## config.mk

```make
export PLATFORM = sky130hd
export DESIGN_NAME = nps_host
export DESIGN_NICKNAME = d
export VERILOG_FILES = /design/src/hw/nps_pkg.sv /design/src/hw/nps_cycle.sv /design/src/hw/nps_host.sv
export SDC_FILE = /design/constraint.sdc
export NUM_CORES = 1
export LEC_CHECK = 0
export BUFFER_PORTS_ARGS = -buffer_cell sky130_fd_sc_hd__buf_2
export CAP_MARGIN = 15
export CORE_MARGIN = 1.5
export CORE_UTILIZATION = 30
export CTS_BUF_LIST = sky130_fd_sc_hd__clkbuf_4
export DETAILED_ROUTE_END_ITERATION = 10
export GPL_TIMING_DRIVEN = 0
export PLACE_DENSITY = 0.49
export SLEW_MARGIN = 5
export SYNTH_ARGS = -nofsm -noshare
export SYNTH_HDL_FRONTEND = slang
export SYNTH_SLANG_ARGS = --single-unit
```

## constraint.sdc

```tcl
create_clock -name I_CORE_CLK -period 3.16 [get_ports I_CORE_CLK]
set_clock_uncertainty 0.15 [all_clocks]
set_input_delay 0.948 -clock I_CORE_CLK [delete_from_list [all_inputs] [get_ports I_CORE_CLK]]
set_output_delay 0.948 -clock I_CORE_CLK [all_outputs]
set_load 0.01 [all_outputs]
```

## src/hw/nps_pkg.sv

```systemverilog
// Package of constants for the NAND program, erase and protect sequencer.
`default_nettype none
package nps_pkg;
    // Command codes sent to the flash.
    localparam logic [7:0] CMD_SERIAL_IN   = 8'h80;
    localparam logic [7:0] CMD_PROG_CONF   = 8'h10;
    localparam logic [7:0] CMD_ERASE_SETUP = 8'h60;
    localparam logic [7:0] CMD_ERASE_CONF  = 8'hD0;
    localparam logic [7:0] CMD_STATUS      = 8'h70;
    localparam logic [7:0] CMD_BLK_STATUS  = 8'h7A;
    localparam logic [7:0] CMD_RESET       = 8'hFF;
    localparam logic [7:0] CMD_READ1       = 8'h00;
    localparam logic [5:0] CMD_PROT_BASE   = 6'h10;
    // Operation codes written by software into the control register.
    localparam logic [2:0] OP_PROGRAM  = 3'h1;
    localparam logic [2:0] OP_ERASE    = 3'h2;
    localparam logic [2:0] OP_PROTECT  = 3'h3;
    localparam logic [2:0] OP_STATUS   = 3'h4;
    localparam logic [2:0] OP_BSTATUS  = 3'h5;
    localparam logic [2:0] OP_RESET    = 3'h6;
    localparam logic [2:0] OP_READ     = 3'h7;
    // Register byte offsets on the APB side.
    localparam logic [7:0] REG_CTRL   = 8'h00;
    localparam logic [7:0] REG_ADDR   = 8'h04;
    localparam logic [7:0] REG_DATA   = 8'h08;
    localparam logic [7:0] REG_STATUS = 8'h0C;
    localparam logic [7:0] REG_RDATA  = 8'h10;
    // Control register fields.
    localparam int CTRL_OP_LSB   = 0;
    localparam int CTRL_KIND_LSB = 4;
    localparam int CTRL_CNT_LSB  = 8;
    localparam int CTRL_SPARE    = 20;
    // Status register bit positions.
    localparam int ST_BUSY    = 0;
    localparam int ST_NEED    = 1;
    localparam int ST_RDY     = 2;
    localparam int ST_REFUSED = 3;
    localparam int ST_RVALID  = 4;
    // Flash geometry and protection limits.
    localparam int PAGE_BYTES     = 528;
    localparam int PAGES_PER_BLK  = 32;
    localparam int PROT_LAST_BLK  = 199;
    localparam int MAIN_PROG_MAX  = 1;
    localparam int SPARE_PROG_MAX = 2;
    // Strobe timing, in ns, and derived cycle counts at 100 MHz.
    localparam int CLK_PERIOD_NS  = 10;
    localparam int STROBE_LOW_NS  = 30;
    localparam int STROBE_HIGH_NS = 20;
    localparam int LOW_CYC  = (STROBE_LOW_NS + CLK_PERIOD_NS - 1) / CLK_PERIOD_NS;
    localparam int HIGH_CYC = (STROBE_HIGH_NS + CLK_PERIOD_NS - 1) / CLK_PERIOD_NS;
    // Time to wait after a command before watching ready/busy.
    localparam int WB_NS  = 100;
    localparam int WB_CYC = (WB_NS + CLK_PERIOD_NS - 1) / CLK_PERIOD_NS;
endpackage : nps_pkg
`default_nettype wire

```

## src/hw/nps_cycle.sv

```systemverilog
// One flash bus cycle: a command, address or data write, or a data read.
`default_nettype none
module nps_cycle (
    // Clock and reset.
    input  wire logic       i_clk,
    input  wire logic       i_rst,
    // Request from the sequencer.
    input  wire logic       i_go,
    input  wire logic       i_rd,
    input  wire logic       i_cle,
    input  wire logic       i_ale,
    input  wire logic [7:0] i_wdata,
    output logic            o_done,
    output logic [7:0]      o_rdata,
    // Flash strobes and data lanes.
    output logic            o_cle,
    output logic            o_ale,
    output logic            o_write_n,
    output logic            o_read_strobe_n,
    output logic [7:0]      o_io,
    output logic            o_io_oe,
    input  wire logic [7:0] i_io_sync
);
    typedef enum logic [1:0] {NPC_IDLE = 2'b00, NPC_LOW = 2'b01, NPC_HIGH = 2'b11} npc_st_t;
    npc_st_t  st_q;
    logic [3:0] cnt_q;

    // Strobe low phase then high recovery; read data is taken at the end of low.
    always_ff @(posedge i_clk) begin
        if (i_rst) begin
            st_q            <= NPC_IDLE;
            cnt_q           <= 4'h0;
            o_cle           <= 1'b0;
            o_ale           <= 1'b0;
            o_write_n       <= 1'b1;
            o_read_strobe_n <= 1'b1;
            o_io            <= 8'h00;
            o_io_oe         <= 1'b0;
            o_rdata         <= 8'h00;
        end else begin
            unique case (st_q)
                NPC_IDLE: begin
                    if (i_go) begin
                        st_q            <= NPC_LOW;
                        cnt_q           <= 4'(nps_pkg::LOW_CYC - 1);
                        o_cle           <= i_cle;
                        o_ale           <= i_ale;
                        o_io            <= i_wdata;
                        o_io_oe         <= !i_rd;
                        o_write_n       <= i_rd;
                        o_read_strobe_n <= !i_rd;
                    end
                end
                NPC_LOW: begin
                    if (cnt_q == 4'h0) begin
                        st_q            <= NPC_HIGH;
                        cnt_q           <= 4'(nps_pkg::HIGH_CYC - 1);
                        o_write_n       <= 1'b1;
                        o_read_strobe_n <= 1'b1;
                        // Synchroniser adds two cycles; low phase covers the access time.
                        o_rdata         <= i_io_sync;
                    end else begin
                        cnt_q <= cnt_q - 4'h1;
                    end
                end
                NPC_HIGH: begin
                    if (cnt_q == 4'h0) begin
                        st_q    <= NPC_IDLE;
                        o_io_oe <= 1'b0;
                        o_cle   <= 1'b0;
                        o_ale   <= 1'b0;
                    end else begin
                        cnt_q <= cnt_q - 4'h1;
                    end
                end
                default: st_q <= NPC_IDLE;
            endcase
        end
    end

    assign o_done = (st_q == NPC_HIGH) && (cnt_q == 4'h0);
endmodule : nps_cycle
`default_nettype wire

```

## src/hw/nps_host.sv

```systemverilog
// Host-side sequencer that drives a small-page NAND flash for program, erase and protect.
// Summary of operation
// - Sequential reads stop at block end, chip enable high.
// - Crossing block needs new read command and address.
// - One main, two spare partial programs per erase; counted per page index across all blocks, and any erase clears them.
// - Program is 80h, four addresses, then data.
// - During program only status and reset commands.
// - Erase is 60h plus three block addresses.
// - Protect is 4xh, 80h, four zero-low addresses, 10h.
// - Protect only blocks up to 200th, never twice; a repeat protect is not refused here.
//
// The placing of the registers and the APB slave port were left to the implementer.
`default_nettype none
module nps_host #(
    parameter int ROW_W = 17
) (
    // Clock and reset.
    input  wire logic        I_CORE_CLK,
    input  wire logic        I_RST,
    // APB slave.
    input  wire logic        I_PSEL,
    input  wire logic        I_PENABLE,
    input  wire logic        I_PWRITE,
    input  wire logic [7:0]  I_PADDR,
    input  wire logic [31:0] I_PWDATA,
    output logic [31:0]      O_PRDATA,
    output logic             O_PREADY,
    output logic             O_PSLVERR,
    // Flash pins.
    output logic             O_CE_N,
    output logic             O_CLE,
    output logic             O_ALE,
    output logic             O_WRITE_N,
    output logic             O_READ_STROBE_N,
    output logic             O_WP_N,
    output logic [7:0]       O_IO,
    output logic             O_IO_OE,
    input  wire logic [7:0]  I_IO,
    input  wire logic        I_READY_BUSY_N
);
    // The block field needs eight bits and the row must fit the 32-bit address word.
    if (ROW_W < 13 || ROW_W > 23) begin : g_row_check
        $error("ROW_W out of range");
    end

    typedef enum logic [3:0] {
        NPS_IDLE = 4'b0000, NPS_CMD0 = 4'b0001, NPS_CMD1 = 4'b0011, NPS_ADDR = 4'b0010,
        NPS_DATA = 4'b0110, NPS_CONF = 4'b0111, NPS_WAIT = 4'b0101, NPS_BUSY = 4'b0100,
        NPS_STAT = 4'b1100, NPS_SREAD = 4'b1101, NPS_DREAD = 4'b1111
    } nps_st_t;

    nps_st_t     st_q;
    logic [31:0] ctrl_q;
    logic [31:0] addr_q;
    logic [7:0]  wdata_q;
    logic        wfull_q;
    logic [7:0]  rdata_q;
    logic        rvalid_q;
    logic        refused_q;
    logic [1:0]  acnt_q;
    logic [9:0]  dcnt_q;
    logic [7:0]  wait_q;
    logic [1:0]  rb_sync_q;
    logic [7:0]  io_s1_q;
    logic [7:0]  io_s2_q;
    localparam int PAGES_PER = nps_pkg::PAGES_PER_BLK;
    // Per page: bit 0 marks the main area used, bits 2:1 count spare programs.
    logic [2:0]  part_q [PAGES_PER];

    // Cycle engine request.
    logic       cy_go;
    logic       cy_rd;
    logic       cy_cle;
    logic       cy_ale;
    logic [7:0] cy_wd;
    logic       cy_done;
    logic [7:0] cy_rdata;

    logic [2:0] op;
    logic       apb_wr;
    logic       rb_ready;
    assign op       = ctrl_q[nps_pkg::CTRL_OP_LSB +: 3];
    assign apb_wr   = I_PSEL && I_PENABLE && I_PWRITE;
    assign rb_ready = rb_sync_q[1];

    // Pin inputs pass two flops; only the second stage is read.
    always_ff @(posedge I_CORE_CLK) begin
        if (I_RST) begin
            rb_sync_q <= 2'b00;
            io_s1_q   <= 8'h00;
            io_s2_q   <= 8'h00;
        end else begin
            rb_sync_q <= {rb_sync_q[0], I_READY_BUSY_N};
            io_s1_q   <= I_IO;
            io_s2_q   <= io_s1_q;
        end
    end

    // Address byte for the current cycle; erase skips the column byte.
    function automatic logic [7:0] addr_byte(input logic [31:0] a, input logic [1:0] i,
                                             input logic ers);
        logic [1:0] k;
        k = ers ? i + 2'd1 : i;
        unique case (k)
            2'd0:    addr_byte = a[7:0];
            2'd1:    addr_byte = a[16:9];
            2'd2:    addr_byte = a[24:17];
            default: addr_byte = {7'h00, a[25]};
        endcase
    endfunction : addr_byte

    logic is_ers;
    logic is_prot;
    logic [ROW_W-1:0] row;
    assign is_ers  = (op == nps_pkg::OP_ERASE);
    assign is_prot = (op == nps_pkg::OP_PROTECT);
    assign row     = addr_q[9 +: ROW_W];

    // Drive the cycle engine from the current state.
    always_comb begin
        cy_go  = 1'b0;
        cy_rd  = 1'b0;
        cy_cle = 1'b0;
        cy_ale = 1'b0;
        cy_wd  = 8'h00;
        unique case (st_q)
            NPS_CMD0: begin
                cy_go  = 1'b1;
                cy_cle = 1'b1;
                unique case (op)
                    nps_pkg::OP_PROGRAM: cy_wd = nps_pkg::CMD_SERIAL_IN;
                    nps_pkg::OP_ERASE:   cy_wd = nps_pkg::CMD_ERASE_SETUP;
                    nps_pkg::OP_PROTECT: cy_wd = {nps_pkg::CMD_PROT_BASE,
                                                  ctrl_q[nps_pkg::CTRL_KIND_LSB +: 2]};
                    nps_pkg::OP_STATUS:  cy_wd = nps_pkg::CMD_STATUS;
                    nps_pkg::OP_BSTATUS: cy_wd = nps_pkg::CMD_BLK_STATUS;
                    nps_pkg::OP_RESET:   cy_wd = nps_pkg::CMD_RESET;
                    default:             cy_wd = nps_pkg::CMD_READ1;
                endcase
            end
            NPS_CMD1: begin
                cy_go  = 1'b1;
                cy_cle = 1'b1;
                cy_wd  = nps_pkg::CMD_SERIAL_IN;
            end
            NPS_ADDR: begin
                cy_go  = 1'b1;
                cy_ale = 1'b1;
                // Protect forces the low address bits to zero; erase drops A9-A13.
                cy_wd  = is_prot ? addr_byte({addr_q[31:14], 14'h0000}, acnt_q, 1'b0)
                       : is_ers ? addr_byte({addr_q[31:14], 14'h0000}, acnt_q, 1'b1)
                       : addr_byte(addr_q, acnt_q, 1'b0);
            end
            NPS_DATA: begin
                cy_go = wfull_q;
                cy_wd = wdata_q;
            end
            NPS_CONF: begin
                cy_go  = 1'b1;
                cy_cle = 1'b1;
                cy_wd  = is_ers ? nps_pkg::CMD_ERASE_CONF : nps_pkg::CMD_PROG_CONF;
            end
            NPS_STAT: begin
                cy_go  = 1'b1;
                cy_cle = 1'b1;
                cy_wd  = nps_pkg::CMD_STATUS;
            end
            NPS_SREAD, NPS_DREAD: begin
                cy_go = 1'b1;
                cy_rd = 1'b1;
            end
            default: ;
        endcase
    end

    logic [9:0]  dmax;
    logic [2:0]  pidx;
    logic        bad_req;
    assign dmax = ctrl_q[nps_pkg::CTRL_CNT_LSB +: 10];
    assign pidx = part_q[addr_q[13:9]];
    // Refuse partial-page programs past the limit, empty programs, bad protect blocks.
    assign bad_req = (op == nps_pkg::OP_PROGRAM &&
                      (dmax == 10'h000 || dmax > 10'(nps_pkg::PAGE_BYTES) ||
                       (ctrl_q[nps_pkg::CTRL_SPARE]
                        ? pidx[2:1] >= 2'(nps_pkg::SPARE_PROG_MAX) : pidx[0]))) ||
                     (is_prot && row[ROW_W-1:5] > (ROW_W-5)'(nps_pkg::PROT_LAST_BLK));

    // Sequencer state.
    always_ff @(posedge I_CORE_CLK) begin
        if (I_RST) begin
            st_q      <= NPS_IDLE;
            acnt_q    <= 2'd0;
            dcnt_q    <= 10'h000;
            wait_q    <= 8'h00;
            rvalid_q  <= 1'b0;
            refused_q <= 1'b0;
            rdata_q   <= 8'h00;
            O_CE_N    <= 1'b1;
        end else begin
            unique case (st_q)
                NPS_IDLE: begin
                    if (apb_wr && I_PADDR == nps_pkg::REG_CTRL) begin
                        refused_q <= 1'b0;
                        O_CE_N    <= 1'b0;
                        st_q      <= NPS_CMD0;
                    end
                end
                NPS_CMD0: if (cy_done) begin
                    if (bad_req) begin
                        st_q      <= NPS_IDLE;
                        refused_q <= 1'b1;
                        O_CE_N    <= 1'b1;
                    end else if (is_prot) begin
                        st_q <= NPS_CMD1;
                    end else if (op == nps_pkg::OP_RESET) begin
                        st_q   <= NPS_WAIT;
                        wait_q <= 8'(nps_pkg::WB_CYC);
                    end else if (op == nps_pkg::OP_STATUS || op == nps_pkg::OP_BSTATUS) begin
                        st_q <= NPS_SREAD;
                    end else begin
                        st_q   <= NPS_ADDR;
                        acnt_q <= 2'd0;
                    end
                end
                NPS_CMD1: if (cy_done) begin
                    st_q   <= NPS_ADDR;
                    acnt_q <= 2'd0;
                end
                NPS_ADDR: if (cy_done) begin
                    acnt_q <= acnt_q + 2'd1;
                    if (acnt_q == (is_ers ? 2'd2 : 2'd3)) begin
                        dcnt_q <= 10'h000;
                        st_q   <= is_ers || is_prot ? NPS_CONF
                                : op == nps_pkg::OP_READ ? NPS_WAIT : NPS_DATA;
                        wait_q <= 8'(nps_pkg::WB_CYC);
                    end
                end
                NPS_DATA: if (cy_done) begin
                    dcnt_q <= dcnt_q + 10'h001;
                    if (dcnt_q + 10'h001 == dmax) st_q <= NPS_CONF;
                end
                NPS_CONF: if (cy_done) begin
                    st_q   <= NPS_WAIT;
                    wait_q <= 8'(nps_pkg::WB_CYC);
                end
                NPS_WAIT: begin
                    if (wait_q == 8'h00) st_q <= NPS_BUSY;
                    else wait_q <= wait_q - 8'h01;
                end
                NPS_BUSY: if (rb_ready) begin
                    // A read goes on to the data read and a reset to idle; every other operation reads status.
                    st_q <= op == nps_pkg::OP_READ ? NPS_DREAD
                          : op == nps_pkg::OP_RESET ? NPS_IDLE : NPS_STAT;
                    if (op == nps_pkg::OP_RESET) O_CE_N <= 1'b1;
                end
                NPS_STAT: if (cy_done) st_q <= NPS_SREAD;
                NPS_SREAD: if (cy_done) begin
                    rdata_q  <= cy_rdata;
                    rvalid_q <= 1'b1;
                    st_q     <= NPS_IDLE;
                    O_CE_N   <= 1'b1;
                end
                NPS_DREAD: if (cy_done) begin
                    rdata_q  <= cy_rdata;
                    rvalid_q <= 1'b1;
                    st_q     <= NPS_IDLE;
                    O_CE_N   <= 1'b1;
                end
                default: st_q <= NPS_IDLE;
            endcase
            if (!apb_wr && I_PSEL && I_PENABLE && I_PADDR == nps_pkg::REG_RDATA
                && st_q != NPS_SREAD && st_q != NPS_DREAD) begin
                rvalid_q <= 1'b0;
            end
        end
    end

    // Partial-program bookkeeping per page index, shared by every block; any erase clears it all.
    always_ff @(posedge I_CORE_CLK) begin
        if (I_RST) begin
            for (int i = 0; i < PAGES_PER; i++) part_q[i] <= 3'b000;
        end else if (st_q == NPS_CONF && cy_done) begin
            if (is_ers) begin
                for (int i = 0; i < PAGES_PER; i++) part_q[i] <= 3'b000;
            end else if (op == nps_pkg::OP_PROGRAM) begin
                if (ctrl_q[nps_pkg::CTRL_SPARE]) part_q[addr_q[13:9]][2:1] <= pidx[2:1] + 2'd1;
                else part_q[addr_q[13:9]][0] <= 1'b1;
            end
        end
    end

    // Software registers; writes are taken only at the access edge.
    always_ff @(posedge I_CORE_CLK) begin
        if (I_RST) begin
            ctrl_q  <= 32'h0000_0000;
            addr_q  <= 32'h0000_0000;
            wdata_q <= 8'h00;
            wfull_q <= 1'b0;
        end else begin
            if (apb_wr && st_q == NPS_IDLE && I_PADDR == nps_pkg::REG_CTRL) ctrl_q <= I_PWDATA;
            if (apb_wr && st_q == NPS_IDLE && I_PADDR == nps_pkg::REG_ADDR) addr_q <= I_PWDATA;
            if (apb_wr && I_PADDR == nps_pkg::REG_DATA && !wfull_q) begin
                wdata_q <= I_PWDATA[7:0];
                wfull_q <= 1'b1;
            end else if ((st_q == NPS_DATA && cy_done) ||
                         (apb_wr && st_q == NPS_IDLE && I_PADDR == nps_pkg::REG_CTRL)) begin
                // A new operation drops any byte left behind by a refused program.
                wfull_q <= 1'b0;
            end
        end
    end

    logic need;
    assign need      = (st_q == NPS_DATA) && !wfull_q;
    // Data writes stall while the byte holder is full; other accesses answer at once.
    assign O_PREADY  = !(I_PWRITE && I_PADDR == nps_pkg::REG_DATA && wfull_q);
    assign O_PSLVERR = I_PSEL && I_PENABLE && I_PADDR > nps_pkg::REG_RDATA;
    assign O_WP_N    = 1'b1;

    // Read data mux, registered so it is a flop output.
    always_ff @(posedge I_CORE_CLK) begin
        if (I_RST) begin
            O_PRDATA <= 32'h0000_0000;
        end else if (I_PSEL && !I_PENABLE) begin
            unique case (I_PADDR)
                nps_pkg::REG_CTRL:   O_PRDATA <= ctrl_q;
                nps_pkg::REG_ADDR:   O_PRDATA <= addr_q;
                nps_pkg::REG_STATUS: O_PRDATA <= {27'h0, rvalid_q, refused_q, rb_ready, need,
                                                  st_q != NPS_IDLE};
                nps_pkg::REG_RDATA:  O_PRDATA <= {24'h0, rdata_q};
                default:             O_PRDATA <= 32'h0000_0000;
            endcase
        end
    end

    nps_cycle u_cycle (
        .i_clk           (I_CORE_CLK),
        .i_rst           (I_RST),
        .i_go            (cy_go),
        .i_rd            (cy_rd),
        .i_cle           (cy_cle),
        .i_ale           (cy_ale),
        .i_wdata         (cy_wd),
        .o_done          (cy_done),
        .o_rdata         (cy_rdata),
        .o_cle           (O_CLE),
        .o_ale           (O_ALE),
        .o_write_n       (O_WRITE_N),
        .o_read_strobe_n (O_READ_STROBE_N),
        .o_io            (O_IO),
        .o_io_oe         (O_IO_OE),
        .i_io_sync       (io_s2_q)
    );

    // Protect never loads data bytes.
    no_prot_data_a: assert property (@(posedge I_CORE_CLK) disable iff (I_RST)
        is_prot |-> st_q != NPS_DATA) else $error("data loaded during protect");
    // A refused request never reaches the confirm cycle.
    refuse_stop_a: assert property (@(posedge I_CORE_CLK) disable iff (I_RST)
        (st_q == NPS_CMD0 && cy_done && bad_req) |=> st_q == NPS_IDLE && refused_q)
        else $error("bad request went on");
    // After a program confirm the next command sent is status.
    stat_after_a: assert property (@(posedge I_CORE_CLK) disable iff (I_RST)
        (st_q == NPS_BUSY && rb_ready && op == nps_pkg::OP_PROGRAM) |=> st_q == NPS_STAT)
        else $error("status not read after program");
    // Erase address cycles never carry A9 to A13.
    erase_addr_a: assert property (@(posedge I_CORE_CLK) disable iff (I_RST)
        (st_q == NPS_ADDR && is_ers && acnt_q == 2'd0) |-> cy_wd[4:0] == 5'h00)
        else $error("erase address low bits set");
    // A plain read ends with chip enable released.
    read_end_a: assert property (@(posedge I_CORE_CLK) disable iff (I_RST)
        (st_q == NPS_DREAD && cy_done) |=> O_CE_N)
        else $error("chip enable held after read");
    // The main area of a page is confirmed at most once per erase.
    main_once_a: assert property (@(posedge I_CORE_CLK) disable iff (I_RST)
        (st_q == NPS_CONF && cy_done && op == nps_pkg::OP_PROGRAM
         && !ctrl_q[nps_pkg::CTRL_SPARE]) |-> !pidx[0])
        else $error("main area programmed twice");
    // The spare area of a page is confirmed at most twice per erase.
    spare_limit_a: assert property (@(posedge I_CORE_CLK) disable iff (I_RST)
        (st_q == NPS_CONF && cy_done && op == nps_pkg::OP_PROGRAM
         && ctrl_q[nps_pkg::CTRL_SPARE]) |-> pidx[2:1] < 2'(nps_pkg::SPARE_PROG_MAX))
        else $error("spare area programmed too often");
endmodule : nps_host
`default_nettype wire

```

==> impl_metrics.tcl, run 1 <==
set metrics [dict create \
    status "finished with violations" \
    violations "setup timing" \
    hold_viol_final 0 \
    layout_setup_ws_ns -0.250 \
    avgSynthCellArea_um2 9.44 \
    period_minus_slack_ns 3.41 \
    p_sw_uw 3420 \
    timing.fmax_mhz 293 \
    wl_um 44100 \
    rows 76 \
    clk_latency_ns 0.76 \
    maxSlewHeadroom_pct 39.5 \
    start_util_pct 30.5 \
    gr-usage-all-layers_pct 19.4 \
    areaGrowthSynthToFinish_pct 20.9 \
    yosys-top-cells-area "dfxtp_1 34%, edfxtp_1 15%, mux4_2 5.1%, nor2_1 4.8%, mux2i_1 4.1%" \
    final_area_mm2 0.0159 \
    p_total_uw 10200 \
    crit_fanout 5 \
    final_max_slew_viol_count 0 \
    yosysUniqueCellTypes 72 \
    yosys.area.top_type "dfxtp_1" \
    min_path_type "primary input to flip-flop" \
    grt_start_max_net_pins 12 \
    final_common_cell "dfxtp_1" \
    syn_area_mm2 0.0131 \
    rsz0062_at_grt "true" \
    die_x_um 212 \
    ys.warnings.count 0 \
    placed_area_mm2 0.0144 \
    clk_path_buf_depth 3 \
    ios 103 \
    io_buffers 101 \
    p_int_uw 6770 \
    grt_overflow_total 0 \
    synth-async-reset-ratio_pct 0 \
    worst_ep_required_time_ns 3.62 \
    synth_ff_type "dfxtp_1" \
    crit_type "flip-flop to flip-flop" \
    cp-end-kind "flip-flop" \
    synth_fp_nets 1456 \
    grt_pass1_wl_um 65900 \
    antenna_found_initial 2 \
    cts_tree "yes" \
    num_vias 11600 \
    fin_cells 2225 \
    die_h_um 212 \
    nNetsFinal 1661 \
    clk_pin_slew_ns 0.06 \
    drive_gt1_share_pct 21.2 \
    cts_buffers 78 \
    peakVddDrop_mv 0.415 \
    wire_per_inst_um 19.8 \
    dr.pass1.iters 5 \
    p_seq_share_pct 41.3 \
    gp_congestion 0.889 \
    p_leak_uw 0.00564 \
    synth_top_cell_area_share_pct 33.9 \
    share_clk_of_total_power_pct 32.8 \
    final_cell_mix "220 x dfxtp_1, 165 x nor2_1, 141 x nand2_1" \
    tightest_slew_ns 0.908 \
    drt_iter0_markers 897 \
    swShare_pct 33.6 \
    synth-edff-count 64 \
    ys_seq_area_share_pct 48.5 \
    ys_ff_latch 286 \
    clock-root-buffer "clkbuf_4" \
    clock-sinks 286 \
    pwr-share-comb_pct 25.9 \
    utilization_pct 36.8 \
    startpoint_type "flip-flop" \
    synthCells 1390 \
    fill_cells 4412 \
    ant_nets 0 \
    period_share_pct 108 \
    crit_arrival_ns 3.87 \
    setup_viol 5 \
    p_per_area_mw_per_mm2 642 \
    avgViaCountPerCell 5.21 \
    dp_cells 2078 \
    dp_hpwl_um 31200 \
    core_mm2 0.0431 \
    drc 0 \
    dieArea_mm2 0.0450 \
    grt_pass1_vias 11200 \
    drv_cap 0 \
    cts_max_level 3 \
]
-- final timing paths --
kind	slack, ns	startpoint	depth (start not counted)	endpoint
setup / recovery	-0.25	flip-flop	11	O_CE_N$_SDFFE_PP1P_
hold / removal	0.24	I_IO[0]	2	io_s1_q[0]$_SDFF_PP0_
setup reg to reg	-0.25	flip-flop	11	O_CE_N$_SDFFE_PP1P_
hold reg to reg	0.28	io_s2_q[4]$_SDFF_PP0_	2	u_cycle.o_rdata[4]$_SDFFE_PP0P_
-- metal layers --
metal  global-route usage [%]  wire length (um)  up-vias
li1                         -                 -     5513
met1                     25.0             19400     5607
met3                     3.93              2370       95
met4                     8.28              1410        2
met2                     31.5             20900      374
met5                        0                11        -
-- logic make-up after synthesis --
group / share of synthesized area, %
other: 0.0286
multiplexers: 9.44
XOR/XNOR: 0.601
flip-flops: 48.5
buffers and inverters: 4.24
AND/OR/NAND/NOR: 18.3
AO/OA/AOI/OAI: 17.7
adder cells (fa/ha/maj): 1.14
-- power by group through the flow --
stage | Sequential [uW] | Combinational [uW] | Clock, uW
2_1_floorplan | 4190 | 1870 | 0
3_3_place_gp | 4250 | 2540 | 0
3_5_place_dp | 4260 | 2550 | 0
4_1_cts | 4200 | 2610 | 3440
5_1_grt | 4230 | 2870 | 3600
6_report | 4200 | 2640 | 3350
-- cell type report --
cell class | count | area, um2 | area share, %
Multi-Input combinational cell | 961 | 6400 | 40.3
Antenna cell | 1 | 2.50 | 0.0158
Sequential cell | 286 | 6370 | 40.1
Inverter | 20 | 75.1 | 0.473
Clock inverter | 10 | 97.6 | 0.615
Timing Repair Buffer | 133 | 806 | 5.08
Tap cell | 585 | 732 | 4.61
Buffer | 115 | 528 | 3.33
Clock buffer | 114 | 856 | 5.39
-- worst max-delay path, stage by stage (launching register included) --
cell      delay, ns
dfxtp_2        0.33
buf_8          0.12
buf_12         0.12
mux4_2         0.53
mux4_2         0.49
mux2_4         0.31
ha_4           0.16
nand4b_1       0.15
o32a_1         0.24
a32oi_2        0.35
nor3b_2        0.23
o31ai_1        0.08
-- through the flow --
stage / setup TNS (ns) / hold WS, ns / setup WS [ns]
floorplan: -0.0351 / 0.264 / -0.0351
global placement: -203.48 / 0.268 / -1.00
detailed placement: -203.16 / 0.270 / -1.04
CTS: -0.924 / 0.196 / -0.252
global route: -1.58 / 0.227 / -0.370
finish: -0.884 / 0.242 / -0.250
-- state kept, by name (all words and copies together), names as in the netlist, 2 cells and up, named ones only --
register / flops
part_q: 96
O_PRDATA: 32
addr_q: 32
ctrl_q: 32
dcnt_q: 10
io_s1_q: 8
io_s2_q: 8
rdata_q: 8
u_cycle.o_io: 8
u_cycle.o_rdata: 8
wait_q: 8
wdata_q: 8
st_q: 4
u_cycle.cnt_q: 4
acnt_q: 2
rb_sync_q: 2
u_cycle.st_q: 2
-- what timing repair did --
item / CTS / global route
setup buffers: 24 / 4
hold buffers: 0 / 0
endpoints found under the setup margin: 240 / 88
resized for setup: 51 / 32
pin swaps: 11 / 5
cloned: 1 / 1
-- synthesized netlist by cell type (9+ instances only) --
cell type	number
ha_1	12
mux2i_1	54
inv_1	20
nand3b_1	10
nand3_1	17
a22oi_1	46
mux4_2	30
edfxtp_1	64
nor2b_1	28
a22o_1	61
nand2_1	142
nand2b_1	15
nor3_1	53
a31oi_1	16
nor3b_1	11
clkbuf_1	108
o21ai_0	72
nor2_1	167
dfxtp_1	222
and3_1	9
a21oi_1	85
Note: power is estimated with default switching activity, not from simulation.
==> inputs of run 2 (changes only) <==
Settings changed: BUFFER_PORTS_ARGS -buffer_cell sky130_fd_sc_hd__buf_2 to -buffer_cell sky130_fd_sc_hd__buf_4.
==> run 2 against run 1 <==
Net effect: the run still ends with setup timing left; critical path type unchanged; final cell count is 0.36% higher; hold slack improved by 0.011 ns; clock power up 8.7%; non-clock buffer count is 7 lower; utilization up 0.64 points.
==> impl_metrics.tcl, run 2 (synthesized netlist as in run 1, its figures left out) <==
set metrics [dict create \
    status "finished with violations" \
    violations "setup timing" \
    finalSetupTns_ns -1.07 \
    grt_start_max_net_pins 12 \
    fin_hold_ws_ns 0.253 \
    clk_path_buf_depth 3 \
    hold_viol_final 0 \
    setup_viol 6 \
    pre_cts_ws_ns -1.08 \
    crit_fanout 7 \
    top_register "part_q" \
    final_common_cell "dfxtp_1" \
    grt_pass1_wl_um 67200 \
    peakVddDrop_mv 0.321 \
    tightest_slew_ns 0.866 \
    wl_um 44300 \
    drc 0 \
    clk_pin_slew_ns 0.06 \
    cts_tree "yes" \
    gp_congestion 0.891 \
    period_share_pct 109 \
    core_mm2 0.0431 \
    nNetsFinal 1655 \
    crit_type "flip-flop to flip-flop" \
    largest_reg_flops 96 \
    startpoint_type "flip-flop" \
    cp_slowest_stage_delay_ns 0.54 \
    ios 103 \
    clk_latency_ns 0.78 \
    r2r-end "O_CE_N$_SDFFE_PP1P_" \
    final_cell_mix "220 x dfxtp_1, 165 x nor2_1, 142 x nand2_1" \
    clock-root-buffer "clkbuf_4" \
    worst_ep_required_time_ns 3.61 \
    cts_max_level 3 \
    num_vias 11600 \
    clock-sinks 286 \
    final_max_slew_viol_count 0 \
    reg2reg_slack_ns -0.30 \
    layout_setup_ws_ns -0.299 \
    avgViaCountPerCell 5.18 \
    period_minus_slack_ns 3.46 \
    rows 76 \
    holdBufCountCts 0 \
    timing.fmax_mhz 289 \
    areaGrowthSynthToFinish_pct 23.0 \
    slowest_stage "mux4_2" \
    drv_cap 0 \
    gr-usage-all-layers_pct 19.7 \
    start_util_pct 30.5 \
    antenna_found_initial 2 \
    drt_iter0_markers 914 \
    path_common_cell "mux4_2" \
    maxSlewHeadroom_pct 42.3 \
    rr_worst_depth 11 \
    wire_per_inst_um 19.8 \
    drive_gt1_share_pct 20.7 \
    min_path_type "primary input to flip-flop" \
    cp-end-kind "flip-flop" \
    dr.pass1.iters 5 \
    worstPathCellList "buf_6 -> buf_12 -> mux4_2 -> mux4_2 -> mux2_4 -> ha_4 -> nand4b_1 -> o32a_1 -> a32oi_2 -> nor3b_2 -> o31ai_1" \
    p_per_area_mw_per_mm2 652 \
    rsz0062_at_grt "true" \
    dp_hpwl_um 31400 \
    grt_overflow_total 0 \
    cts_buffers 79 \
    p_leak_uw 0.00570 \
    dieArea_mm2 0.0450 \
    endpoint "O_CE_N$_SDFFE_PP1P_" \
    ant_nets 0 \
    die_h_um 212 \
    crit_arrival_ns 3.90 \
    io_buffers 101 \
    die_x_um 212 \
    grt_pass1_vias 11500 \
]
run 2: area by class of cell:
type | count | area [um2]
tap | 585 | 732
sequential | 286 | 6370
antenna | 2 | 5.00
inverter | 20 | 75.1
timing repair buffer | 126 | 981
clock buffer | 118 | 886
buffer | 115 | 519
multi-input combinational | 961 | 6390
fill | 4395 | 26900
clock inverter | 20 | 186
run 2: worst min-delay path by stage:
stage,start,endpoint,slack (ns),cells past startpoint
3_5_place_dp,io_s1_q[7]$_SDFF_PP0_,io_s2_q[7]$_SDFF_PP0_,0.27,1
2_1_floorplan,io_s1_q[0]$_SDFF_PP0_,io_s2_q[0]$_SDFF_PP0_,0.26,1
6_report,I_IO[3],io_s1_q[3]$_SDFF_PP0_,0.25,2
5_1_grt,I_IO[4],io_s1_q[4]$_SDFF_PP0_,0.19,2
3_3_place_gp,io_s1_q[4]$_SDFF_PP0_,io_s2_q[4]$_SDFF_PP0_,0.27,1
4_1_cts,I_IO[3],io_s1_q[3]$_SDFF_PP0_,0.18,2
run 2: repair_timing:
action                                 CTS  global route
setup endpoints to repair              213           117
gates resized for setup                 47            21
gates cloned                             1             0
pin swaps                               11             7
buffers inserted                        20             2
endpoints found under the hold margin    0             0
run 2: critical path, delay by kind of cell, from the launching register on:
kind	cells	cell delay [ns]
compound gates	3	0.67
buf+inv	2	0.26
simple gates	2	0.37
flops	1	0.32
fa+ha+maj	1	0.16
mux	3	1.35
run 2: metal layers:
metal  track usage [%]  share of wire [%]  vias to the layer above
met5                 0                  0                        -
met4              8.08                3.4                        0
met3              5.23                6.4                      100
met2              32.6                 48                      371
met1              24.4                 42                     5584
li1                  -                  -                     5521
run 2: per-stage QoR:
step / std cells / util [%] / total power (uW) / instance area (um2)
floorplan: 1390 / - / 6050 / 13100
global placement: 2076 / 34.0 / 6810 / 14600
detailed placement: 2078 / 34.0 / 6840 / 14700
CTS: 2230 / 37.3 / 10600 / 16100
global route: 2233 / 37.5 / 11100 / 16100
finish: 2233 / 37.5 / 10500 / 16100
run 2: report_power, final:
part	internal (uW)	total [uW]	switching, uW
clock network	2030	3640	1610
registers	3990	4200	212
logic	1010	2680	1670
total	7030	10500	3500
